[config.mk]
export PLATFORM = sky130hd
export DESIGN_NAME = ecw_loader
export DESIGN_NICKNAME = d
export VERILOG_FILES = /design/src/rtl/ecw_pkg.sv /design/src/rtl/ecw_loader.sv
export SDC_FILE = /design/constraint.sdc
export NUM_CORES = 1
export LEC_CHECK = 0
export BUFFER_PORTS_ARGS = -buffer_cell sky130_fd_sc_hd__buf_2
export CORE_MARGIN = 3
export CORE_UTILIZATION = 40
export DETAILED_ROUTE_END_ITERATION = 8
export PLACE_DENSITY = 0.66
export SETUP_SLACK_MARGIN = 0.02
export SLEW_MARGIN = 20
export SYNTH_ARGS = -nofsm -noshare
export SYNTH_HDL_FRONTEND = slang
export SYNTH_SLANG_ARGS = --single-unit
[constraint.sdc]
create_clock -name clk -period 7.86 [get_ports clk]
set_input_delay 1.572 -clock clk [delete_from_list [all_inputs] [get_ports clk]]
set_output_delay 1.572 -clock clk [all_outputs]
set_load 0.02 [all_outputs]
[src/rtl/ecw_pkg.sv]
/*
  Constants, types and helpers shared by the configuration image loader.
  Assumes a 16-bit device address map and an 8-bit data path.
*/
package ecw_pkg;
  // Image regions copied between device and serial memory
  localparam logic [15:0] TXS_BASE = 16'h4000;
  localparam logic [15:0] TXS_LAST = 16'h5fff;
  localparam logic [15:0] LUT_BASE = 16'h7a00;
  localparam logic [15:0] LUT_LAST = 16'h7bff;
  localparam logic [15:0] CFG_BASE = 16'h8000;
  localparam logic [15:0] CFG_LAST_DEF = 16'h80ff;
  localparam logic [15:0] CKSUM_ADDR = 16'hffff;
  // Arming sequence
  localparam logic [15:0] ARM_ADDR = 16'h8fff;
  localparam logic [7:0] ARM_KEY1 = 8'h5a;
  localparam logic [7:0] ARM_KEY2 = 8'ha5;
  // Serial memory instructions and frame lengths in bits
  localparam logic [7:0] SPI_WREN = 8'h06;
  localparam logic [7:0] SPI_WRITE = 8'h02;
  localparam logic [7:0] SPI_READ = 8'h03;
  localparam logic [7:0] SPI_RDSR = 8'h05;
  localparam logic [5:0] LEN_CMD = 6'h08;
  localparam logic [5:0] LEN_STAT = 6'h10;
  localparam logic [5:0] LEN_XFER = 6'h20;
  localparam int WIP_BIT = 0;
  // Timing
  localparam int CLK_NS = 40;
  localparam int COPY_OUT_TRIGGER_IN_MIN_NS = 1000000;
  localparam int BOOT_WAIT = 2;
  // Register map
  localparam logic [3:0] REG_CTRL = 4'h0;
  localparam logic [3:0] REG_STS = 4'h1;
  localparam logic [3:0] REG_MASK = 4'h2;
  localparam logic [3:0] REG_STATE = 4'h3;
  localparam int CTRL_RELOAD = 0;
  localparam int CTRL_COPY_OUT_TRIGGER_IN_EN = 1;
  localparam logic [7:0] CTRL_RST = 8'h02;
  localparam int STS_LOAD_DONE = 0;
  localparam int STS_LOAD_ERR = 1;
  localparam int STS_COPY_OUT_TRIGGER_IN_DONE = 2;
  localparam int STS_VFY_ERR = 3;
  localparam logic [3:0] MASK_RST = 4'ha;

  typedef enum logic [3:0] {
    ST_BOOT = 4'h0, ST_IDLE = 4'h1, ST_MEM_RD = 4'h2, ST_MEM_WT = 4'h3,
    ST_SPI_GO = 4'h4, ST_SPI_WT = 4'h5, ST_MEM_WR = 4'h6, ST_NEXT = 4'h7,
    ST_SAFE = 4'h8
  } ecw_state_e;
  typedef enum logic [1:0] {
    PH_LOAD = 2'h0, PH_COPY_OUT_TRIGGER_IN = 2'h1, PH_VFY = 2'h2
  } ecw_phase_e;
  typedef enum logic [1:0] {
    SO_READ = 2'h0, SO_WREN = 2'h1, SO_WRITE = 2'h2, SO_POLL = 2'h3
  } ecw_op_e;

  function automatic logic [15:0] ecw_next_addr(input logic [15:0] a);
    if (a == TXS_LAST) return LUT_BASE;
    if (a == LUT_LAST) return CFG_BASE;
    return a + 16'h0001;
  endfunction : ecw_next_addr

  function automatic logic ecw_in_image(input logic [15:0] a,
                                        input logic [15:0] last);
    return (a >= TXS_BASE && a <= TXS_LAST) ||
           (a >= LUT_BASE && a <= LUT_LAST) ||
           (a >= CFG_BASE && a <= last);
  endfunction : ecw_in_image
endpackage : ecw_pkg

[src/rtl/ecw_loader.sv]
/*
  Configuration image loader and write-back engine: loads the device
  memory from a serial memory after reset, and on an armed trigger copies
  the image back, writes its checksum and verifies it byte by byte.
  Assumes a single-cycle internal memory port (read data one cycle after
  the strobe) and a mode 0 serial memory with a status busy bit.
*/
// Chosen here: the address-and-strobe port and the placing of the registers.
// Overview of operation
// - After reset, load the whole configuration from a 64 KB serial memory.
// - Every configuration block moves in both load and programming.
// - Received data area and receive queues never move either way.
// - Image mirrors device map; configuration registers from 0x8000 up.
// - Look-up tables sit at 0x7A00 to 0x7BFF in both.
// - Four schedule tables fill 2 KB slots from 0x4000 to 0x5FFF.
// - Other host activity between steps or a short pulse cancels start.
// - Trigger falling edge starts the cycle, drops ready, copies image.
// - After copying, compare every serial memory byte with device data.
// - A clean verification raises ready again.
// - Also store the two's complement of the image checksum.
// - Mismatch: enter safe state, set verify error, raise interrupt.
`timescale 1ns/1ns
module ecw_loader import ecw_pkg::*; #(
  parameter int PULSE_MIN_CYC = (COPY_OUT_TRIGGER_IN_MIN_NS + CLK_NS - 1) / CLK_NS,
  parameter int SCK_HALF = 4,
  parameter logic [15:0] CFG_LAST = CFG_LAST_DEF
) (
  input wire logic clk,
  input wire logic rst,
  input wire logic [3:0] reg_addr,
  input wire logic [7:0] reg_wdata,
  input wire logic reg_wr,
  input wire logic reg_rd,
  output logic [7:0] reg_rdata,
  input wire logic host_wr,
  input wire logic host_rd,
  input wire logic [15:0] host_addr,
  input wire logic [7:0] host_wdata,
  input wire logic operate_select_in,
  input wire logic autoinit_en_in,
  input wire logic copy_out_trigger_in,
  output logic [15:0] mem_addr,
  output logic mem_rd,
  output logic mem_wr,
  output logic [7:0] mem_wdata,
  input wire logic [7:0] mem_rdata,
  output logic spi_sck,
  output logic spi_cs_n,
  output logic spi_mosi,
  input wire logic spi_miso,
  output logic ready,
  output logic safe_state,
  output logic irq
);
  if (PULSE_MIN_CYC < 1 || PULSE_MIN_CYC > 65535) begin : g_bad_pulse
    $error("PULSE_MIN_CYC out of range");
  end
  if (SCK_HALF < 3 || SCK_HALF > 255) begin : g_bad_sck
    $error("SCK_HALF must leave room for the input synchroniser");
  end
  if (CFG_LAST < CFG_BASE || CFG_LAST >= ARM_ADDR) begin : g_bad_cfg
    $error("CFG_LAST outside the register window");
  end

  logic [1:0] run_q, trig_q, miso_q, boot_q;
  logic trig_d_r;
  logic [15:0] pw_cnt_r;
  logic [1:0] arm_r;
  logic [1:0] boot_cnt_r;
  ecw_state_e st_r;
  ecw_phase_e ph_r;
  ecw_op_e op_r;
  logic [15:0] addr_r;
  logic [7:0] data_r, sum_r, ck_val_r;
  logic ck_r;
  logic go_r;
  logic [31:0] tx_r;
  logic [5:0] len_r;
  logic busy_r, done_r;
  logic [31:0] sh_r;
  logic [5:0] cnt_r;
  logic [7:0] div_r, rx_r;
  logic [7:0] ctrl_r;
  logic [3:0] sts_r, mask_r;
  logic reload_r;
  logic trig_fall, start_go, rd_done, tick;
  logic [3:0] ev;

  // Pins from outside the clock domain pass two flip-flops first
  always_ff @(posedge clk or posedge rst) begin
    if (rst) begin
      run_q <= 2'h0;
      trig_q <= 2'h0;
      miso_q <= 2'h0;
      boot_q <= 2'h0;
      trig_d_r <= 1'b0;
    end else begin
      run_q <= {run_q[0], operate_select_in};
      trig_q <= {trig_q[0], copy_out_trigger_in};
      miso_q <= {miso_q[0], spi_miso};
      boot_q <= {boot_q[0], autoinit_en_in};
      trig_d_r <= trig_q[1];
    end
  end

  assign trig_fall = trig_d_r && !trig_q[1];

  // Width counter saturates so an over-long pulse still qualifies
  always_ff @(posedge clk or posedge rst) begin
    if (rst) begin
      pw_cnt_r <= 16'h0000;
    end else if (trig_q[1]) begin
      if (pw_cnt_r != 16'hffff) begin
        pw_cnt_r <= pw_cnt_r + 16'h0001;
      end
    end else begin
      pw_cnt_r <= 16'h0000;
    end
  end

  assign start_go = trig_fall && arm_r == 2'h2 && !run_q[1] &&
                    pw_cnt_r >= 16'(PULSE_MIN_CYC) &&
                    st_r == ST_IDLE && ctrl_r[CTRL_COPY_OUT_TRIGGER_IN_EN];

  // Any host access that is not the expected key write drops the arming
  always_ff @(posedge clk or posedge rst) begin
    if (rst) begin
      arm_r <= 2'h0;
    end else if (st_r != ST_IDLE || trig_fall) begin
      arm_r <= 2'h0;
    end else if (host_wr || host_rd) begin
      if (arm_r == 2'h1 && host_wr && host_addr == ARM_ADDR &&
          host_wdata == ARM_KEY2) begin
        arm_r <= 2'h2;
      end else if (host_wr && host_addr == ARM_ADDR &&
                   host_wdata == ARM_KEY1) begin
        arm_r <= 2'h1;
      end else begin
        arm_r <= 2'h0;
      end
    end
  end

  // Serial master, mode 0; the clock is a divided enable, not a domain
  assign tick = busy_r && div_r == 8'(SCK_HALF - 1);

  always_ff @(posedge clk or posedge rst) begin
    if (rst) begin
      busy_r <= 1'b0;
      done_r <= 1'b0;
      div_r <= 8'h00;
      sh_r <= 32'h0000_0000;
      cnt_r <= 6'h00;
      rx_r <= 8'h00;
      spi_sck <= 1'b0;
      spi_cs_n <= 1'b1;
      spi_mosi <= 1'b0;
    end else begin
      done_r <= 1'b0;
      div_r <= tick ? 8'h00 : div_r + 8'h01;
      if (go_r) begin
        busy_r <= 1'b1;
        div_r <= 8'h00;
        spi_cs_n <= 1'b0;
        spi_mosi <= tx_r[31];
        sh_r <= {tx_r[30:0], 1'b0};
        cnt_r <= len_r;
      end else if (tick && !spi_sck) begin
        spi_sck <= 1'b1;
        rx_r <= {rx_r[6:0], miso_q[1]};
        cnt_r <= cnt_r - 6'h01;
      end else if (tick) begin
        spi_sck <= 1'b0;
        if (cnt_r == 6'h00) begin
          spi_cs_n <= 1'b1;
          busy_r <= 1'b0;
          done_r <= 1'b1;
        end else begin
          spi_mosi <= sh_r[31];
          sh_r <= {sh_r[30:0], 1'b0};
        end
      end
    end
  end

  assign rd_done = st_r == ST_SPI_WT && done_r && op_r == SO_READ;

  always_comb begin
    ev = 4'h0;
    ev[STS_VFY_ERR] = rd_done && ph_r == PH_VFY && rx_r != data_r;
    ev[STS_LOAD_ERR] = rd_done && ph_r == PH_LOAD && ck_r &&
                       sum_r + rx_r != 8'h00;
    ev[STS_LOAD_DONE] = rd_done && ph_r == PH_LOAD && ck_r &&
                        sum_r + rx_r == 8'h00;
    ev[STS_COPY_OUT_TRIGGER_IN_DONE] = st_r == ST_NEXT && ck_r && ph_r == PH_VFY;
  end

  // Sequencer: one byte at a time through the image regions only
  always_ff @(posedge clk or posedge rst) begin
    if (rst) begin
      st_r <= ST_BOOT;
      ph_r <= PH_LOAD;
      op_r <= SO_READ;
      addr_r <= TXS_BASE;
      data_r <= 8'h00;
      sum_r <= 8'h00;
      ck_val_r <= 8'h00;
      ck_r <= 1'b0;
      go_r <= 1'b0;
      tx_r <= 32'h0000_0000;
      len_r <= LEN_CMD;
      mem_rd <= 1'b0;
      mem_wr <= 1'b0;
      mem_wdata <= 8'h00;
      boot_cnt_r <= 2'h0;
    end else begin
      go_r <= 1'b0;
      mem_rd <= 1'b0;
      mem_wr <= 1'b0;
      case (st_r)
        ST_BOOT, ST_IDLE: begin
          if (st_r == ST_BOOT && boot_cnt_r != 2'(BOOT_WAIT)) begin
            boot_cnt_r <= boot_cnt_r + 2'h1;
          end else if ((st_r == ST_BOOT && boot_q[1]) || reload_r) begin
            ph_r <= PH_LOAD;
            addr_r <= TXS_BASE;
            sum_r <= 8'h00;
            ck_r <= 1'b0;
            op_r <= SO_READ;
            st_r <= ST_SPI_GO;
          end else if (start_go) begin
            ph_r <= PH_COPY_OUT_TRIGGER_IN;
            addr_r <= TXS_BASE;
            sum_r <= 8'h00;
            ck_r <= 1'b0;
            st_r <= ST_MEM_RD;
          end else begin
            st_r <= ST_IDLE;
          end
        end
        ST_MEM_RD: begin
          mem_rd <= 1'b1;
          st_r <= ST_MEM_WT;
        end
        ST_MEM_WT: begin
          if (!mem_rd) begin
            data_r <= mem_rdata;
            if (ph_r == PH_COPY_OUT_TRIGGER_IN) begin
              sum_r <= sum_r + mem_rdata;
              op_r <= SO_WREN;
            end else begin
              op_r <= SO_READ;
            end
            st_r <= ST_SPI_GO;
          end
        end
        ST_SPI_GO: begin
          go_r <= 1'b1;
          case (op_r)
            SO_WREN: begin
              tx_r <= {SPI_WREN, 24'h000000};
              len_r <= LEN_CMD;
            end
            SO_WRITE: begin
              tx_r <= {SPI_WRITE, addr_r, data_r};
              len_r <= LEN_XFER;
            end
            SO_POLL: begin
              tx_r <= {SPI_RDSR, 24'h000000};
              len_r <= LEN_STAT;
            end
            default: begin
              tx_r <= {SPI_READ, addr_r, 8'h00};
              len_r <= LEN_XFER;
            end
          endcase
          st_r <= ST_SPI_WT;
        end
        ST_SPI_WT: begin
          if (done_r) begin
            case (op_r)
              SO_WREN: begin
                op_r <= SO_WRITE;
                st_r <= ST_SPI_GO;
              end
              SO_WRITE: begin
                op_r <= SO_POLL;
                st_r <= ST_SPI_GO;
              end
              SO_POLL: begin
                st_r <= rx_r[WIP_BIT] ? ST_SPI_GO : ST_NEXT;
              end
              default: begin
                if (ev[STS_VFY_ERR] || ev[STS_LOAD_ERR]) begin
                  st_r <= ST_SAFE;
                end else if (ev[STS_LOAD_DONE]) begin
                  st_r <= ST_IDLE;
                end else if (ph_r == PH_LOAD) begin
                  data_r <= rx_r;
                  sum_r <= sum_r + rx_r;
                  st_r <= ST_MEM_WR;
                end else begin
                  st_r <= ST_NEXT;
                end
              end
            endcase
          end
        end
        ST_MEM_WR: begin
          mem_wr <= 1'b1;
          mem_wdata <= data_r;
          st_r <= ST_NEXT;
        end
        ST_NEXT: begin
          if (ck_r && ph_r == PH_COPY_OUT_TRIGGER_IN) begin
            ph_r <= PH_VFY;
            addr_r <= TXS_BASE;
            ck_r <= 1'b0;
            st_r <= ST_MEM_RD;
          end else if (ck_r) begin
            st_r <= ST_IDLE;
          end else if (addr_r == CFG_LAST) begin
            ck_r <= 1'b1;
            addr_r <= CKSUM_ADDR;
            st_r <= ST_SPI_GO;
            if (ph_r == PH_COPY_OUT_TRIGGER_IN) begin
              data_r <= 8'h00 - sum_r;
              ck_val_r <= 8'h00 - sum_r;
              op_r <= SO_WREN;
            end else begin
              data_r <= ck_val_r;
              op_r <= SO_READ;
            end
          end else begin
            addr_r <= ecw_next_addr(addr_r);
            op_r <= SO_READ;
            st_r <= ph_r == PH_LOAD ? ST_SPI_GO : ST_MEM_RD;
          end
        end
        ST_SAFE: begin
          if (!sts_r[STS_VFY_ERR] && !sts_r[STS_LOAD_ERR]) begin
            st_r <= ST_IDLE;
          end
        end
        default: begin
          st_r <= ST_IDLE;
        end
      endcase
    end
  end

  assign mem_addr = addr_r;

  // Register port; status is write-one-to-clear and a new event wins
  always_ff @(posedge clk or posedge rst) begin
    if (rst) begin
      ctrl_r <= CTRL_RST;
      mask_r <= MASK_RST;
      sts_r <= 4'h0;
      reload_r <= 1'b0;
    end else begin
      reload_r <= reg_wr && reg_addr == REG_CTRL && reg_wdata[CTRL_RELOAD];
      if (reg_wr && reg_addr == REG_CTRL) begin
        ctrl_r <= reg_wdata & CTRL_RST;
      end
      if (reg_wr && reg_addr == REG_MASK) begin
        mask_r <= reg_wdata[3:0];
      end
      if (reg_wr && reg_addr == REG_STS) begin
        sts_r <= (sts_r & ~reg_wdata[3:0]) | ev;
      end else begin
        sts_r <= sts_r | ev;
      end
    end
  end

  always_ff @(posedge clk or posedge rst) begin
    if (rst) begin
      reg_rdata <= 8'h00;
    end else if (reg_rd) begin
      case (reg_addr)
        REG_CTRL: reg_rdata <= ctrl_r;
        REG_STS: reg_rdata <= {4'h0, sts_r};
        REG_MASK: reg_rdata <= {4'h0, mask_r};
        REG_STATE: reg_rdata <= {1'b0, ready, arm_r, st_r};
        default: reg_rdata <= 8'h00;
      endcase
    end else begin
      reg_rdata <= 8'h00;
    end
  end

  always_ff @(posedge clk or posedge rst) begin
    if (rst) begin
      ready <= 1'b0;
      safe_state <= 1'b0;
      irq <= 1'b0;
    end else begin
      ready <= st_r == ST_IDLE;
      safe_state <= st_r == ST_SAFE;
      irq <= |(sts_r & mask_r);
    end
  end
endmodule : ecw_loader

==> flow_summary.json, run 1 <==
{
  "htreeDepth": 4,
  "min-delay-path-class": "flip-flop to flip-flop",
  "core-area_sq_um": 25300,
  "period_minus_slack_ns": 3.53,
  "status": "complete, no violations",
  "synth_async_sr_flop_share": 1.00,
  "dp.cells": 1454,
  "antenna_found_initial": 0,
  "overflow": 0,
  "final_common_cell": "dfrtp_1",
  "rr_endpoint": "data_r[7]$_DFFE_PP0P_",
  "syn_nets": 1165,
  "antenna_cells": 0,
  "grt_pass1_wl_um": 39600,
  "fmax_ghz": 0.283,
  "rows": 58,
  "post_cts_resized": 0,
  "hold_start": "run_q[0]$_DFF_PP0_",
  "routabilityCongestion": 0.873,
  "cp-start-kind": "input pin",
  "area_growth_pct": 12.4,
  "ant_nets": 0,
  "setup_tns_ns": 0,
  "drv_cap": 0,
  "worstSetupPathType": "input pin to flip-flop",
  "hpwl_um": 16400,
  "avgViaCountPerCell": 5.38,
  "cp-end-kind": "flip-flop",
  "num_vias": 8002,
  "grt_pass1_vias": 7825,
  "cts-root-buf": "clkbuf_16",
  "holdBufCountCts": 0,
  "cp_max_fo": 4,
  "r2r-start": "st_r[2]$_DFFE_PP0P_",
  "utilization": 0.460,
  "syn_area_per_cell_sq_um": 9.56,
  "rsz0062_at_grt": "false",
  "routed_wl_um": 23400,
  "slew_headroom": 0.319,
  "syn_inst": 1080,
  "fin_cells": 1486,
  "globalRouteTotalUtil": 0.171,
  "yosys.area.top_type": "dfrtp_1",
  "pre_cts_slack_ns": 3.84,
  "die_w_um": 167,
  "clkTransAtPathRegs_ns": 0.08,
  "grt_max_degree": 120,
  "irDropWorstVdd_mv": 0.121,
  "drive_above_1_share": 0.160,
  "setup_ws_ns": 4.33,
  "power_leakage_uw": 0.00518,
  "tritoncts": "built",
  "cts_buffer_depth": 2,
  "slew_violations": 0,
  "synth.distinct_cells": 79,
  "min_to": "run_q[1]$_DFF_PP0_",
  "synth_edf_count": 0,
  "die_h_um": 167,
  "worstPathRequired_ns": 8.16,
  "yosysTopAreaCellShare": 0.463,
  "finalClockSkew_ns": 0.0160,
  "cts_setup_buffers": 0,
  "layout.nets": 1228,
  "layout_common_cells": "190 x dfrtp_1, 163 x nand2_1, 107 x o21ai_0",
  "syn_area_sq_um": 10300,
  "ys_seq_area_frac": 0.478,
  "whs_path_depth": 0,
  "powerDensity_nw_per_um2": 301,
  "r2r_cells": 5,
  "finalHoldViolCount": 0,
  "crit_arrival_ns": 3.83,
  "ys_seq_elements": 197,
  "drc_errors": 0,
  "drtIter0Drc": 655,
  "ios": 94,
  "period_share": 0.449,
  "numClockSinks": 197,
  "drt-pass1-iter-count": 5,
  "start_util": 0.409,
  "tightest_slew_ns": 1.02,
  "numCtsBuffers": 17,
  "total_power_uw": 3490,
  "yosys_warnings": 0,
  "worst-r2r-setup-slack_ns": 4.33,
  "wl_per_cell_um": 15.7,
  "fillers": 2421,
  "die_area_sq_um": 27800,
  "setup_violations": 0,
  "portBuffers": 88,
  "clock_latency_ns": 0.44,
  "ys_top_cells_by_area": "dfrtp_1 46%, nand2_1 5.9%, o21ai_0 5.2%, ha_1 3.5%, nor2_1 3.3%",
  "yosys_most_used_dff": "dfrtp_1"
}
## registers in the layout, summed over array words and instances, names as in the netlist, 16 cells and up
name and flops:
sh_r 31, tx_r 27, mem_addr 16, pw_cnt_r 16
## worst max-delay path by stage
stage / startpoint / end / slack [ns] / depth (start not counted)
global route: mem_rdata[2] / sum_r[7]$_DFFE_PP0P_ / 4.16 / 8
finish: mem_rdata[2] / sum_r[7]$_DFFE_PP0P_ / 4.33 / 8
global placement: mem_rdata[2] / sum_r[7]$_DFFE_PP0P_ / 3.87 / 8
CTS: mem_rdata[2] / sum_r[7]$_DFFE_PP0P_ / 4.31 / 8
floorplan: rst / arm_r[0]$_DFFE_PP0P_ / 0.93 / 1
detailed placement: mem_rdata[2] / sum_r[7]$_DFFE_PP0P_ / 3.84 / 8
## critical path: stages
cell,delay (ns)
buf_2,0.12
ha_1,0.34
and3_1,0.19
a2111oi_0,0.85
a21oi_1,0.19
or3_1,0.38
nand3_1,0.09
a32oi_1,0.09
## cell usage after synthesis (all sizes together), types with 3 or more instances
library cell    n
and3           20
a221oi          3
a211oi          8
mux2i          32
a2111oi         3
a21oi          42
nand2b          5
nor3           21
a22o            6
nor2b          11
nor4           16
o31ai           6
and2           14
o21a            4
nand3          17
a22oi           8
o211ai          5
a32oi           3
a21o            9
o22ai           4
o21ai         107
a31oi           5
inv            37
mux2           34
clkbuf         29
nor2           93
nand4b          3
nand2         163
dfrtp         191
nor4bb          4
xnor2          22
nand4          11
a311oi          5
ha             29
or2             8
or3             8
xor2           27
nor3b           5
buf            21
nor4b           3
nand3b          5
dfstp           6
## power breakdown
group          internal, uW  switching (uW)  total [uW]  leakage [uW]
logic                   475             712        1190       0.00228
clock network           495             400         894      0.000288
registers              1200             211        1410       0.00261
## logic make-up (layout without fill, tap and decap cells)
kind of cell / after synthesis / after routing / synth area share
AOI/OAI and AO/OA: 233 / 233 / 0.138
xor gates and xnor gates: 49 / 49 / 0.0415
adders and majority gates: 31 / 31 / 0.0390
buffers and inverters: 87 / 163 / 0.0362
DFF: 197 / 197 / 0.478
muxes: 67 / 67 / 0.0713
other: 1 / 1 / 0.000363
and+or+nand+nor: 415 / 415 / 0.195
## per-layer routing
layer,wire (um),share of wire,global-route usage,vias up
met3,819,0.035,0.0294,42
li1,-,-,-,3913
met5,0,0,0,-
met4,461,0.020,0.0560,0
met1,11100,0.48,0.237,3875
met2,11000,0.47,0.273,172
## stage by stage
stage | hold slack (ns) | instance area (sq um)
2_1_floorplan | 0.331 | 10300
3_3_place_gp | 0.333 | 11000
3_5_place_dp | 0.337 | 11000
4_1_cts | 0.354 | 11600
5_1_grt | 0.361 | 11600
6_report | 0.352 | 11600
## layout make-up
| cell class | count | area [sq um] | area share |
|---|---|---|---|
| Clock buffer | 21 | 460 | 0.0397 |
| Clock inverter | 11 | 139 | 0.0120 |
| Inverter | 37 | 146 | 0.0126 |
| Multi-Input combinational cell | 796 | 5030 | 0.433 |
| Sequential cell | 197 | 4940 | 0.425 |
| Tap cell | 330 | 413 | 0.0356 |
| Timing Repair Buffer | 94 | 485 | 0.0418 |
Power figures use the tool's default switching activity.
==> inputs of run 2 (changes only) <==
Clock period 7.86 ns to 3.54 ns, I/O delays scaled along.
==> flow_summary.json, run 2 (synthesis gave the netlist of run 1 again) <==
{
  "antenna_cells": 0,
  "htreeDepth": 4,
  "cp_max_fo": 18,
  "drc_errors": 0,
  "rr_endpoint": "sum_r[3]$_DFFE_PP0P_",
  "grt_max_degree": 59,
  "utilization": 0.466,
  "postPlaceCellArea_sq_um": 11200,
  "wl_per_cell_um": 15.7,
  "period_minus_slack_ns": 2.88,
  "rows": 58,
  "final_common_cell": "dfrtp_1",
  "cellInternalPower_uw": 4880,
  "post_cts_resized": 0,
  "cp-start-kind": "flip-flop",
  "period_share": 0.814,
  "combPwrFrac": 0.341,
  "worstSetupPathType": "flip-flop to flip-flop",
  "grt_pass1_wl_um": 39700,
  "slew_headroom": 0.347,
  "setup_tns_ns": 0,
  "powerDensity_nw_per_um2": 663,
  "num_vias": 7987,
  "crit_end": "sum_r[3]$_DFFE_PP0P_",
  "antenna_found_initial": 0,
  "overflow": 0,
  "cts-root-buf": "clkbuf_16",
  "r2r-start": "st_r[2]$_DFFE_PP0P_",
  "cts_buffer_depth": 2,
  "clock_latency_ns": 0.44,
  "power_leakage_uw": 0.00526,
  "area_growth_pct": 13.9,
  "die_w_um": 167,
  "ios": 94,
  "finalClockSkew_ns": 0.0103,
  "tightest_slew_ns": 0.970,
  "drtIter0Drc": 485,
  "routabilityCongestion": 0.916,
  "grt_pass1_vias": 7827,
  "fin_cells": 1499,
  "final_area_sq_um": 11800,
  "core-area_sq_um": 25300,
  "drt-pass1-iter-count": 7,
  "clkTransAtPathRegs_ns": 0.07,
  "ant_nets": 0,
  "pre_cts_slack_ns": 0.736,
  "worstPathRequired_ns": 3.86,
  "pwr-share-clk": 0.256,
  "setup_ws_ns": 0.658,
  "die_area_sq_um": 27800,
  "cts_setup_buffers": 0,
  "globalRouteTotalUtil": 0.172,
  "start_util": 0.409,
  "slew_violations": 0,
  "dp.cells": 1467,
  "status": "complete, no violations",
  "largest_reg_flops": 31,
  "tritoncts": "built",
  "finalHoldViolCount": 0,
  "die_h_um": 167,
  "worst-r2r-setup-slack_ns": 0.66,
  "crit_arrival_ns": 3.20,
  "portBuffers": 88,
  "crit_start": "st_r[2]$_DFFE_PP0P_",
  "irDropWorstVdd_mv": 0.401,
  "routed_wl_um": 23500,
  "swShare": 0.374,
  "drv_cap": 0,
  "min-delay-path-class": "flip-flop to flip-flop",
  "numClockSinks": 197,
  "cp-end-kind": "flip-flop",
  "drive_above_1_share": 0.169,
  "r2r_cells": 6,
  "reg_top3": "sh_r: 31 flops, tx_r: 27 flops",
  "layout_common_cells": "190 x dfrtp_1, 163 x nand2_1, 107 x o21ai_0",
  "layout.nets": 1241,
  "p_switching_uw": 2920,
  "numCtsBuffers": 17,
  "avgViaCountPerCell": 5.33,
  "fmax_ghz": 0.347,
  "rsz0062_at_grt": "false",
  "holdBufCountCts": 0,
  "regMostFlops": "sh_r",
  "hpwl_um": 17000,
  "setup_violations": 0,
  "pwr-share-seq": 0.403
}
[run 2: metal layers]
| metal | track usage | wire length (um) | share of wire |
|---|---|---|---|
| met1 | 0.237 | 11000 | 0.47 |
| met2 | 0.275 | 11100 | 0.47 |
| met3 | 0.0304 | 831 | 0.035 |
| met4 | 0.0585 | 524 | 0.022 |
| met5 | 0 | 0 | 0 |
[run 2: through the flow]
step	power, uW	hold slack [ns]
3_5_place_dp	5830	0.338
6_report	7800	0.354
5_1_grt	8340	0.355
3_3_place_gp	5760	0.335
4_1_cts	7860	0.347
2_1_floorplan	5130	0.331
[run 2: worst max-delay path, cell delays in order, from the launching register on]
cell and delay, ns:
dfrtp_1 0.62, and4bb_1 0.68, a211oi_1 0.15, or3_1 0.35
o21bai_4 0.21, or2_1 0.40, mux2_4 0.36
[run 2: final cells by class]
cell class,instances,area [sq um]
well taps,330,413
multi-input cells,796,5030
flip-flops and latches,197,4940
inverters,37,143
repair buffers,107,633
clock inverters,12,170
clock buffers,20,437
fillers,2440,13500
[run 2: worst min-delay path by stage]
stage                     endpoint                 from  cells after the start
6_report       miso_q[1]$_DFF_PP0_  miso_q[0]$_DFF_PP0_                      0
4_1_cts        boot_q[0]$_DFF_PP0_       autoinit_en_in                      1
3_3_place_gp   miso_q[1]$_DFF_PP0_  miso_q[0]$_DFF_PP0_                      0
2_1_floorplan  boot_q[1]$_DFF_PP0_  boot_q[0]$_DFF_PP0_                      0
3_5_place_dp   miso_q[1]$_DFF_PP0_  miso_q[0]$_DFF_PP0_                      0
5_1_grt         run_q[0]$_DFF_PP0_    operate_select_in                      1
[run 2: power by group through the flow]
stage                     Sequential (uW)  Combinational (uW)  Clock [uW]
after floorplan                      3050                2080           0
after global placement               3170                2590           0
after detailed placement             3180                2650           0
after CTS                            3140                2670        2050
after global routing                 3210                2990        2130
final                                3150                2660        2000
==> inputs of run 3 (changes only) <==
Clock period 3.54 ns to 2.95 ns, I/O delays scaled along.
==> flow_summary.json, run 3 (synthesis gave the netlist of run 1 again) <==
{
  "status": "complete, no violations",
  "area_growth_pct": 14.6,
  "drtIter0Drc": 548,
  "die_area_sq_um": 27800,
  "finalHoldViolCount": 0,
  "r2r_cells": 7,
  "die_h_um": 167,
  "total_power_uw": 9330,
  "ant_nets": 0,
  "grt_max_degree": 127,
  "drt-pass1-iter-count": 5,
  "worstPathRequired_ns": 3.30,
  "post_cts_resized": 0,
  "num_vias": 8030,
  "antenna_cells": 0,
  "rows": 58,
  "routabilityCongestion": 0.933,
  "finalClockSkew_ns": 0.0101,
  "cp-start-kind": "flip-flop",
  "cp_max_fo": 18,
  "start_util": 0.409,
  "setup_violations": 0,
  "htreeDepth": 4,
  "avgViaCountPerCell": 5.30,
  "setup_tns_ns": 0,
  "holdBufCountCts": 0,
  "slew_violations": 0,
  "slew_headroom": 0.485,
  "fin_cells": 1516,
  "hpwl_um": 16800,
  "wl_per_cell_um": 15.6,
  "grt_pass1_wl_um": 40100,
  "cts_setup_buffers": 0,
  "dp.cells": 1484,
  "die_w_um": 167,
  "utilization": 0.469,
  "worstSetupPathType": "flip-flop to flip-flop",
  "drive_above_1_share": 0.181,
  "fillers": 2404,
  "layout_common_cells": "190 x dfrtp_1, 163 x nand2_1, 107 x o21ai_0",
  "routed_wl_um": 23600,
  "numClockSinks": 197,
  "grt_pass1_vias": 7955,
  "drc_errors": 0,
  "overflow": 0,
  "cts_buffer_depth": 2,
  "globalRouteTotalUtil": 0.172,
  "clock_latency_ns": 0.44,
  "power_leakage_uw": 0.00533,
  "numCtsBuffers": 17,
  "powerDensity_nw_per_um2": 788,
  "fmax_ghz": 0.378,
  "tightest_slew_ns": 0.773,
  "multiInputGateArea_sq_um": 5020,
  "crit_arrival_ns": 3.00,
  "min-delay-path-class": "input pin to asynchronous set/reset pin",
  "max_stage_delay_ns": 0.72,
  "irDropWorstVdd_mv": 0.374,
  "rsz0062_at_grt": "false",
  "core-area_sq_um": 25300,
  "largest_reg_flops": 31,
  "period_minus_slack_ns": 2.65,
  "layout.nets": 1258,
  "regMostFlops": "sh_r",
  "final_common_cell": "dfrtp_1",
  "cts-root-buf": "clkbuf_16",
  "cp-end-kind": "flip-flop",
  "cpMaxStageDelayCell": "dfrtp_1",
  "tritoncts": "built",
  "clkTransAtPathRegs_ns": 0.08,
  "drv_cap": 0,
  "regArea_sq_um": 4940,
  "ios": 94,
  "crit_path_cell_trace": "or3b_2 > a21boi_1 > or3_1 > o21bai_4 > or2_1 > buf_4 > mux2i_1",
  "portBuffers": 88,
  "period_share": 0.898,
  "reg_top3": "sh_r: 31 flops, tx_r: 27 flops",
  "antenna_found_initial": 0
}
run 3: path summary, 6_finish.rpt:
kind | from | end | slack, ns
worst max-delay path | st_r[2]$_DFFE_PP0P_ | sum_r[0]$_DFFE_PP0P_ | 0.30
worst min-delay path | rst | mem_wr$_DFF_PP0_ | 0.26
worst max register to register | st_r[2]$_DFFE_PP0P_ | sum_r[0]$_DFFE_PP0P_ | 0.30
worst min register to register | trig_q[0]$_DFF_PP0_ | trig_q[1]$_DFF_PP0_ | 0.35
max in group asynchronous | rst | st_r[1]$_DFFE_PP0P_ | 1.98
min in group clk | autoinit_en_in | boot_q[0]$_DFF_PP0_ | 0.26
run 3: worst max-delay path, delay by kind of cell, from the launching register on:
family	cells	cell delay, ns
AOI/OAI and AO/OA	2	0.47
buffers and inverters	1	0.20
DFF	1	0.72
and+or+nand+nor	3	0.96
muxes	1	0.22
run 3: per-stage QoR:
stage | setup slack, ns | area (sq um) | hold slack [ns]
floorplan | -0.181 | 10300 | 0.331
global placement | 0.344 | 11300 | 0.335
detailed placement | 0.314 | 11300 | 0.337
CTS | 0.354 | 11800 | 0.235
global route | 0.0703 | 11800 | 0.240
finish | 0.302 | 11800 | 0.258
run 3: per-layer routing:
layer,share of wire,GRT usage,up-vias,wire length [um]
met5,0,0,-,0
met4,0.019,0.0516,0,448
met3,0.033,0.0290,37,786
met2,0.47,0.278,162,11200
met1,0.47,0.239,3845,11200
li1,-,-,3986,-
run 3: cell type report:
cell class              instances  share of cell area
multi-input cells             796               0.424
flip-flops and latches        197               0.417
repair buffers                124              0.0621
clock buffers                  19              0.0374
well taps                     330              0.0349
inverters                      37              0.0120
clock inverters                13              0.0119
run 3: where the power goes:
part | total (uW) | internal [uW] | switching [uW]
combinational | 3300 | 1360 | 1950
sequential | 3730 | 3200 | 529
clock | 2300 | 1220 | 1080
total | 9330 | 5780 | 3560
